File: src/rtl/scwg_pkg.sv
// constants shared by the command word gate and its testbench
// assumes one 40 MHz control clock and a simple parameter write/read port
// Notes on behaviour
// - latching bit makes run commands hold; resets zero
// - word drives only functions whose mask bit set
// - word bits match mask; bits 7-13 reserved
// - mask is volatile, zero after every power-up
// - mask and word ignored unless select equals one
// - select zero means terminals give start/stop/direction
// - run kept but stop-release cleared stops drive
// - direction bit picks forward or reverse when enabled
// - masked enable bit zero disables output stage
// - stop-release command bit is read/write, resets zero
// - fwd/rev first, else run with direction bit
// - inactive stop-release clears all three run latches
// - setting one direction latch clears the other
package scwg_pkg;

	// ****************************************************
	// register indices on the parameter port
	// ****************************************************
	localparam logic [2:0] SCWG_IDX_STOP_REL = 3'h0; // stop-release bit
	localparam logic [2:0] SCWG_IDX_LATCH_EN = 3'h1; // run latch enable
	localparam logic [2:0] SCWG_IDX_MASK = 3'h2; // function mask
	localparam logic [2:0] SCWG_IDX_WORD = 3'h3; // serial command word
	localparam logic [2:0] SCWG_IDX_SELECT = 3'h4; // command source select
	localparam logic [2:0] SCWG_IDX_STATUS = 3'h5; // read-only outputs

	// ****************************************************
	// field layout of mask and command word
	// ****************************************************
	localparam int SCWG_WORD_W = 15;
	localparam int SCWG_BIT_EN = 0;
	localparam int SCWG_BIT_FWD = 1;
	localparam int SCWG_BIT_JOG = 2;
	localparam int SCWG_BIT_REV = 3;
	localparam int SCWG_BIT_DIR = 4;
	localparam int SCWG_BIT_RUN = 5;
	localparam int SCWG_BIT_NSTOP = 6;
	localparam int SCWG_BIT_WDOG = 14;
	// bits 7 to 13 are reserved and always stored as zero
	localparam logic [14:0] SCWG_WORD_USED = 15'h407F;

	// ****************************************************
	// terminal pin vector layout
	// ****************************************************
	localparam int SCWG_PIN_W = 7;
	localparam int SCWG_PIN_EN = 0;
	localparam int SCWG_PIN_FWD = 1;
	localparam int SCWG_PIN_JOG = 2;
	localparam int SCWG_PIN_REV = 3;
	localparam int SCWG_PIN_DIR = 4;
	localparam int SCWG_PIN_RUN = 5;
	localparam int SCWG_PIN_HWEN = 6;

	// ****************************************************
	// reset values and timing
	// ****************************************************
	localparam logic SCWG_RST_BIT = 1'h0;
	localparam logic [14:0] SCWG_RST_WORD = 15'h0000;
	localparam int SCWG_CLK_HZ = 40000000;
	localparam int SCWG_WDOG_MS = 100; // watchdog timeout in ms
	localparam int SCWG_WDOG_CYCLES = SCWG_WDOG_MS * (SCWG_CLK_HZ / 1000);

endpackage

File: src/rtl/scwg_gate.sv
// command source gate: terminals or masked serial command word
// assumes terminal pins are asynchronous; the parameter port is on mclk_i
`timescale 1ns/1ps
module scwg_gate #(
	parameter int unsigned WDOG_CYCLES = scwg_pkg::SCWG_WDOG_CYCLES
) (
	input wire logic mclk_i,
	input wire logic rstn_i,
	input wire logic ce_i,
	input wire logic [6:0] term_pins_i,
	input wire logic wr_en_i,
	input wire logic [2:0] wr_idx_i,
	input wire logic [14:0] wr_data_i,
	input wire logic [2:0] rd_idx_i,
	output logic [14:0] rd_data_o,
	output logic drive_enable_o,
	output logic run_fwd_o,
	output logic run_rev_o,
	output logic jog_o,
	output logic wdog_trip_o
);

	// ****************************************************
	// declarations
	// ****************************************************
	logic stop_release; // stop-release command bit
	logic latch_en; // run latch enable
	logic [14:0] mask; // function mask, volatile
	logic [14:0] word; // serial command word
	logic select; // 1: command word has control
	logic [6:0] pin_s1; // first sync stage, read only by pin_s2
	logic [6:0] pin_s2; // synchronised terminals
	logic [31:0] wd_cnt; // watchdog age in cycles
	logic eff_en, eff_fwd, eff_jog, eff_rev, eff_dir, eff_run, eff_ns;
	logic lat_fwd, lat_rev, lat_run; // latch outputs
	logic wr_word, wd_armed, wd_refresh, seq_fwd, seq_rev, go_ok;

	// choose the word bit when the word owns this function, else fallback
	function automatic logic pick(input logic sel, input logic [14:0] m,
		input logic [14:0] w, input int idx, input logic fallback);
		pick = (sel && m[idx]) ? w[idx] : fallback;
	endfunction

	// ****************************************************
	// terminal synchroniser
	// ****************************************************
	always_ff @(posedge mclk_i or negedge rstn_i) begin
		if (!rstn_i) begin
			pin_s1 <= 7'h00;
			pin_s2 <= 7'h00;
		end else if (ce_i) begin
			pin_s1 <= term_pins_i;
			pin_s2 <= pin_s1;
		end
	end

	// ****************************************************
	// parameter registers
	// ****************************************************
	// all registers clear at power-up, nothing is retained
	always_ff @(posedge mclk_i or negedge rstn_i) begin
		if (!rstn_i) begin
			stop_release <= scwg_pkg::SCWG_RST_BIT;
			latch_en <= scwg_pkg::SCWG_RST_BIT;
			mask <= scwg_pkg::SCWG_RST_WORD;
			word <= scwg_pkg::SCWG_RST_WORD;
			select <= scwg_pkg::SCWG_RST_BIT;
		end else if (ce_i && wr_en_i) begin
			unique case (wr_idx_i)
				scwg_pkg::SCWG_IDX_STOP_REL: begin
					stop_release <= wr_data_i[0];
				end
				scwg_pkg::SCWG_IDX_LATCH_EN: begin
					latch_en <= wr_data_i[0];
				end
				scwg_pkg::SCWG_IDX_MASK: begin
					// reserved bits stored as zero
					mask <= wr_data_i & scwg_pkg::SCWG_WORD_USED;
				end
				scwg_pkg::SCWG_IDX_WORD: begin
					word <= wr_data_i & scwg_pkg::SCWG_WORD_USED;
				end
				scwg_pkg::SCWG_IDX_SELECT: begin
					select <= wr_data_i[0];
				end
				default: begin
					// status and unused indices ignore writes
				end
			endcase
		end
	end

	// registered read-back, unused indices read zero
	always_ff @(posedge mclk_i or negedge rstn_i) begin
		if (!rstn_i) begin
			rd_data_o <= 15'h0000;
		end else if (ce_i) begin
			unique case (rd_idx_i)
				scwg_pkg::SCWG_IDX_STOP_REL: rd_data_o <= {14'h0000, stop_release};
				scwg_pkg::SCWG_IDX_LATCH_EN: rd_data_o <= {14'h0000, latch_en};
				scwg_pkg::SCWG_IDX_MASK: rd_data_o <= mask;
				scwg_pkg::SCWG_IDX_WORD: rd_data_o <= word;
				scwg_pkg::SCWG_IDX_SELECT: rd_data_o <= {14'h0000, select};
				scwg_pkg::SCWG_IDX_STATUS: rd_data_o <= {10'h000, wdog_trip_o,
					jog_o, run_rev_o, run_fwd_o, drive_enable_o};
				default: rd_data_o <= 15'h0000;
			endcase
		end
	end

	// ****************************************************
	// source selection
	// ****************************************************
	// word bits count only for masked functions with select set
	always_comb begin
		eff_en = pick(select, mask, word, scwg_pkg::SCWG_BIT_EN,
			pin_s2[scwg_pkg::SCWG_PIN_EN]);
		eff_fwd = pick(select, mask, word, scwg_pkg::SCWG_BIT_FWD,
			pin_s2[scwg_pkg::SCWG_PIN_FWD]);
		eff_jog = pick(select, mask, word, scwg_pkg::SCWG_BIT_JOG,
			pin_s2[scwg_pkg::SCWG_PIN_JOG]);
		eff_rev = pick(select, mask, word, scwg_pkg::SCWG_BIT_REV,
			pin_s2[scwg_pkg::SCWG_PIN_REV]);
		eff_dir = pick(select, mask, word, scwg_pkg::SCWG_BIT_DIR,
			pin_s2[scwg_pkg::SCWG_PIN_DIR]);
		eff_run = pick(select, mask, word, scwg_pkg::SCWG_BIT_RUN,
			pin_s2[scwg_pkg::SCWG_PIN_RUN]);
		// stop release from the word, else the command bit
		eff_ns = pick(select, mask, word, scwg_pkg::SCWG_BIT_NSTOP,
			stop_release);
	end

	// ****************************************************
	// run latches
	// ****************************************************
	scwg_run_latch u_latch (
		.mclk_i(mclk_i),
		.rstn_i(rstn_i),
		.ce_i(ce_i),
		.latch_en_i(latch_en),
		.not_stop_i(eff_ns),
		.fwd_i(eff_fwd),
		.rev_i(eff_rev),
		.run_i(eff_run),
		.fwd_o(lat_fwd),
		.rev_o(lat_rev),
		.run_o(lat_run)
	);

	// ****************************************************
	// watchdog
	// ****************************************************
	assign wr_word = wr_en_i && (wr_idx_i == scwg_pkg::SCWG_IDX_WORD);
	assign wd_armed = select && mask[scwg_pkg::SCWG_BIT_WDOG];
	assign wd_refresh = wr_word && wr_data_i[scwg_pkg::SCWG_BIT_WDOG];

	// trip sticks until the watchdog is disarmed; a late refresh
	// does not restart the drive, the host must disarm first
	always_ff @(posedge mclk_i or negedge rstn_i) begin
		if (!rstn_i) begin
			wd_cnt <= 32'h00000000;
			wdog_trip_o <= 1'b0;
		end else if (ce_i) begin
			if (!wd_armed) begin
				wd_cnt <= 32'h00000000;
				wdog_trip_o <= 1'b0;
			end else if (wd_refresh) begin
				wd_cnt <= 32'h00000000;
			end else if (wd_cnt >= WDOG_CYCLES - 1) begin
				wdog_trip_o <= 1'b1;
			end else begin
				wd_cnt <= wd_cnt + 32'h00000001;
			end
		end
	end

	// ****************************************************
	// sequencer outputs
	// ****************************************************
	// exactly one direction command wins; else run with direction bit
	assign seq_fwd = (lat_fwd ^ lat_rev) ? lat_fwd : (lat_run && !eff_dir);
	assign seq_rev = (lat_fwd ^ lat_rev) ? lat_rev : (lat_run && eff_dir);
	// running needs enable, stop release and the hardware enable
	assign go_ok = eff_en && eff_ns && pin_s2[scwg_pkg::SCWG_PIN_HWEN]
		&& !wdog_trip_o;

	always_ff @(posedge mclk_i or negedge rstn_i) begin
		if (!rstn_i) begin
			drive_enable_o <= 1'b0;
			run_fwd_o <= 1'b0;
			run_rev_o <= 1'b0;
			jog_o <= 1'b0;
		end else if (ce_i) begin
			// output stage needs both hardware and command enable
			drive_enable_o <= eff_en && pin_s2[scwg_pkg::SCWG_PIN_HWEN]
				&& !wdog_trip_o;
			run_fwd_o <= go_ok && seq_fwd;
			run_rev_o <= go_ok && seq_rev;
			jog_o <= eff_jog;
		end
	end
endmodule

File: src/rtl/scwg_run_latch.sv
// three run latches between the command sources and the sequencer
// assumes inputs come from logic on the same clock
`timescale 1ns/1ps
module scwg_run_latch (
	input wire logic mclk_i,
	input wire logic rstn_i,
	input wire logic ce_i,
	input wire logic latch_en_i,
	input wire logic not_stop_i,
	input wire logic fwd_i,
	input wire logic rev_i,
	input wire logic run_i,
	output logic fwd_o,
	output logic rev_o,
	output logic run_o
);

	// ****************************************************
	// latches, transparent (one register stage) when disabled
	// ****************************************************
	always_ff @(posedge mclk_i or negedge rstn_i) begin
		if (!rstn_i) begin
			fwd_o <= 1'b0;
			rev_o <= 1'b0;
			run_o <= 1'b0;
		end else if (ce_i) begin
			if (!not_stop_i) begin
				// stop input drops: every latch let go
				fwd_o <= 1'b0;
				rev_o <= 1'b0;
				run_o <= 1'b0;
			end else if (!latch_en_i) begin
				// transparent path
				fwd_o <= fwd_i;
				rev_o <= rev_i;
				run_o <= run_i;
			end else begin
				// momentary pulses are held until stop, a direction until the opposite one
				run_o <= run_o | run_i;
				if (fwd_i && !rev_i) begin
					fwd_o <= 1'b1;
					rev_o <= 1'b0;
				end else if (rev_i && !fwd_i) begin
					rev_o <= 1'b1;
					fwd_o <= 1'b0;
				end
			end
		end
	end
endmodule

File: config.mk
export PLATFORM = sky130hd
export DESIGN_NAME = scwg_gate
export DESIGN_NICKNAME = d
export VERILOG_FILES = /design/src/rtl/scwg_pkg.sv /design/src/rtl/scwg_gate.sv /design/src/rtl/scwg_run_latch.sv
export SDC_FILE = /design/constraint.sdc
export NUM_CORES = 1
export LEC_CHECK = 0
export ABC_CLOCK_PERIOD_IN_PS = 2200
export BUFFER_PORTS_ARGS = -buffer_cell sky130_fd_sc_hd__buf_2
export CORE_MARGIN = 2
export CORE_UTILIZATION = 29
export CTS_CLUSTER_SIZE = 25
export DETAILED_ROUTE_END_ITERATION = 6
export PLACE_DENSITY = 0.56
export SLEW_MARGIN = 20
export SYNTH_ARGS = -nofsm -noshare
export SYNTH_HDL_FRONTEND = slang
export SYNTH_SLANG_ARGS = --single-unit
export TNS_END_PERCENT = 30
File: constraint.sdc
create_clock -name mclk_i -period 2.2 [get_ports mclk_i]
set_clock_uncertainty 0.15 [all_clocks]
set_input_delay 0 -clock mclk_i [delete_from_list [all_inputs] [get_ports mclk_i]]
set_output_delay 0 -clock mclk_i [all_outputs]
set_load 0.03 [all_outputs]
After elaboration in Yosys (flattened, before gate mapping)
Index checks and enable logic that the tools add are counted.
W data, S select, Z words.
- bits in registers: 88
- bits of input ports: 32
- logic and storage cells: 96
- reductions and logical operators: 36
- order comparisons: 1
- equality and inequality tests: 13
- add/subtract/negate cells: 1
- bitwise logic cells: 2
- multiplexer cells: 26
- operators by type and width (cell ; number):
    $mux W32 ; 3
    $pmux W15 S6 ; 1
    $add A32 B1 Y32 const B ; 1
    $ge A32 B22 Y1 const B ; 1
    $logic_and A1 B1 Y1 ; 22
    $mux W1 ; 22
    $reduce_and A2 Y1 ; 7
    $eq A3 B2 Y1 const B ; 4
    $eq A3 B3 Y1 const B ; 3
    $eq A3 B1 Y1 const B ; 2
    $logic_not A3 Y1 ; 2
    $logic_not A1 Y1 ; 4
    $ne A4 B2 Y1 const B ; 1
    $ne A3 B3 Y1 const B ; 1
    $reduce_and A3 Y1 ; 1
    $ne A2 B1 Y1 const B ; 1
    $ne A2 B2 Y1 const B ; 1
    $or A1 B1 Y1 ; 1
    $xor A1 B1 Y1 ; 1

Logic depth before layout (Yosys ltp)
- depth after elaboration: 8
- gate-level depth with buffers: 8

Cells and area by module
From an unflattened synthesis, not the netlist that was laid out.
- cells, all modules: 355
- area total of the unflattened synthesis: 3922.5 um2
- by module, submodules not included (module ; cells each ; times used ; seq. area each (um2) ; area an instance (um2)):
    scwg_gate ; 338 ; 1 ; 1951.9 ; 3751.1
    scwg_run_latch ; 17 ; 1 ; 75.1 ; 171.4

Least setup slack after synthesis
No wires, ideal clock.
- path kind: reg2reg
- start point: register wd_cnt[14]
- end point: register wd_cnt[16]
- arrival time: 2.066 ns
- buffers on the path: 1
- clock period less this slack: 2.285 ns
- setup slack: -0.085 ns
- stages on the path, launching flop included: 8
- library setup time: 0.069 ns
- required time: 1.981 ns
- path through: dfrtp_1 or4_4 nor4_2 a2111o_2 nand4_1 buf_2 or4_1 nand3_1
- longest elaborated chain between the ends: 4
- elaborated cells on any way between the ends: 7
- classes of those cells: add/sub: 1; order compare: 1; eq/ne: 1; mux: 3; reduce/logical: 1
- RTL lines (item ; line ; source):
    start: declaration ; scwg_gate.sv:33 ; logic [31:0] wd_cnt;
    start signal: assignment ; scwg_gate.sv:172 ; wd_cnt <= wd_cnt + 32'h00000001;
    $add A32 B1 Y32 ; scwg_gate.sv:172 ;
    $mux W32 ; scwg_gate.sv:169 ; end else if (wd_cnt >= WDOG_CYCLES - 1) begin
    $mux W32 ; scwg_gate.sv:167 ; end else if (wd_refresh) begin
    $mux W32 ; scwg_gate.sv:164 ; if (!wd_armed) begin
Parallel ways exist; a longest one is shown, timed or not. The select of a mux whose other input is x is not followed.
A chain may end at the register's enable or synchronous reset.

Worst setup path after layout
- start point: register wd_cnt[15]
- end point: register wd_cnt[16]
Same word-level chain as after synthesis.

==> impl_results.md <==
- Routed wl met2: 4228 um
- Final Cell Area: 5109 um2
- Critical path launch point type: flop
- Failing checks: setup timing
- Routed wl met3: 300 um
- Unrepaired setup endpoints after global routing: true
- Hold Path End: rd_data_o[6]
- Static leakage: 0.002294 uW
- GRT overflow: 0
- Status: complete, but fails checks
- CP arrival: 2480 ps
- Routed met1 length: 4540 um
- Slew Viols, Final: 0
- Worst hold path class: input port to flop
- Reg2reg setup slack: -160 ps
- Placed instance area: 4456 um2
- Fmax: 423.4 MHz
- Syn_area_per_cell: 10.63 um2
- Worst path max stage delay: 540 ps
- DR vias: 3132
- Initial DRC Count: 147
- Port-buffer cells: 37
- FF+latch area: 2027 um2
- Post-route insts no fill: 639
- Num ports: 52
- Final ANT Viol Nets: 0
- Row cnt: 42
- Predominant post-synthesis flop cell: dfrtp_1
- Vias in the first global route: 3100
- Cells on worst reg2reg path: 7
- Die height: 120.0 um
- # placed instances: 595
- Filler instances: 1282
- Layout Nets: 492
- Area of the multi-input gates: 1859 um2
- Antenna diodes: 0
- Setup CP Type: flop to flop
- Worst-Skew Late Latency: 330 ps
- Post-Syn Area: 3900 um2
- Num CTS Buffers: 9
- First-pass GRT wire length: 15450 um
- Worst EP required: 2320 ps
- Largest net degree at the start of global routing: 53
- Reg2reg end: wd_cnt[16]
- CTS root buf: clkbuf_16
- CP Capture Type: flop
- Sequential area share after synthesis: 51.97%
- Commonest non-fill, non-tap cell in the layout: dfrtp_1
- Clk buf depth: 2
- Async SR Flop Fraction: 100.0%
- P&R area growth vs syn: 30.99%
- Drt drc: 0
- Commonest cells after routing, fill and taps aside: dfrtp_1 (81), nand2_1 (38), buf_2 (36)
- Hold path start: rd_idx_i[0]
- Final Worst Setup Slack: -161.7 ps
- First drt pass iteration count: 4
- Final core occ: 38.73%
- Share of layout cells above drive strength 1: 31.53%
- Setup-failing EPs final: 10
- PD cells: 765.1 nW/um2
- Worst path most repeated cell: or4_4
- Total core area: 13190 um2
- CTS sink cnt: 81
- YS warnings: 0
- Total Wirelength: 9263 um
- Relative slew slack: 48.00%
- Final hold violation count: 0
- Die X: 120.0 um
- Top Layer Used: met4
- Reg clk slew, reported paths: 60 ps
- Worst Tran Pin Value: 777.1 ps
- Cell Chain, Critical Path: or4_4 > nor4_4 > a2111o_2 > nand4_1 > buf_4 > or4_4 > nand3_2
- Die area: 14390 um2
- Gate Count Post-Synth: 367
- Setup TNS Final: -972.5 ps
- Hold Crit Depth: 3
- Max-cap violations: 0
- Register bit total from synthesis: 81
- Starting Density: 29.57%
- R2R Path Start: wd_cnt[15]
- CTS tree: built
- Peak VDD IR: 0.5041 mV
- Total number of H-tree levels: 3
- Number of synthesized flops with an enable pin: 0
- Final worst path period share: 107.4%
- Initial antenna violation count: 0
- Crit path max fanout: 4
- All-Layer GR Usage: 13.56%
- Placer congestion estimate: 0.8407
- Number of distinct library cells after synthesis: 41
- Routed len/inst: 14.50 um
- Minimum clock period: 2362 ps
- Critical-path top delay cell: or4_4
- Vias per cell: 4.901
- Detailed Place HPWL: 6429 um
- Min Hold Slack: 35.65 ps
-- cell type report --
type	count	area share (%)
clock buffer	10	4.482
tap	176	4.311
clock inverter	6	1.323
multi-input combinational	266	36.39
timing repair buffer	94	13.37
inverter	6	0.4409
sequential	81	39.68
-- worst max path at each step --
stage                          start         end  cells past startpoint
after CTS                 wd_cnt[14]  wd_cnt[16]                      7
after floorplan           wd_cnt[14]  wd_cnt[16]                      7
after global placement    wd_cnt[14]  wd_cnt[20]                      6
after global routing      wd_cnt[15]  wd_cnt[16]                      7
after detailed placement  wd_cnt[14]  wd_cnt[20]                      6
final                     wd_cnt[15]  wd_cnt[16]                      7
-- per-stage QoR --
stage	power, uW	worst slack, ps
floorplan	2179	-85.08
global placement	2389	-163.7
detailed placement	2408	-238.7
CTS	3953	-150.7
global route	4100	-280.7
finish	3909	-161.7
-- cells in the mapped netlist, drive strengths merged (5+ instances only) --
master,instances,area share [%]
a21oi,15,1.9
and2,13,2.1
buf,13,2.0
clkbuf,7,0.67
dfrtp,81,52
inv,5,0.48
mux2,35,10
mux2i,15,3.8
nand2,40,3.8
nand2b,7,1.1
nand3,22,2.8
nand4,10,1.6
nor2,26,2.5
nor4,5,0.96
o211ai,9,1.7
o21ai,9,1.2
o2bb2ai,5,1.1
or4,12,2.4
-- cells by family after synthesis --
group	after synthesis	share of synthesized area [%]
and+or+nand+nor	151	20.02
DFF	81	51.97
AOI/OAI and AO/OA	52	8.790
muxes	51	14.53
buffers and inverters	26	3.272
xor gates and xnor gates	3	0.6738
adders and majority gates	2	0.6415
other	1	0.09615
-- state kept, by name, summed over array words and instances, names as in the netlist, 7 cells and up --
signal,cells
pin_s1,7
word,8
pin_s2,7
rd_data_o,8
mask,8
wd_cnt,32
-- where the power goes --
group	switching [uW]	total, uW	internal (uW)
logic	338	638	301
registers	126	1770	1640
clock network	616	1500	883
total	1080	3910	2830
-- layer usage --
metal	track usage, %	vias up
met5	0	-
met4	5.735	0
met3	2.804	15
met2	20.53	61
met1	18.81	1549
li1	-	1507
-- worst max-delay path, delay by kind of cell (launching register included) --
kind                   cells  cell delay (ps)
buffers and inverters      1              180
AND/OR/NAND/NOR            5             1370
flip-flops                 1              390
AO/OA/AOI/OAI              1              210
-- timing repair --
item	4_1_cts	5_1_grt
gates cloned	0	0
gates resized for setup	6	15
setup buffers	4	2
endpoints found under the setup margin	18	23
pin swaps	6	5
endpoints found under the hold margin	82	0
hold buffers	22	0
(Power assumes the default switching activity.)
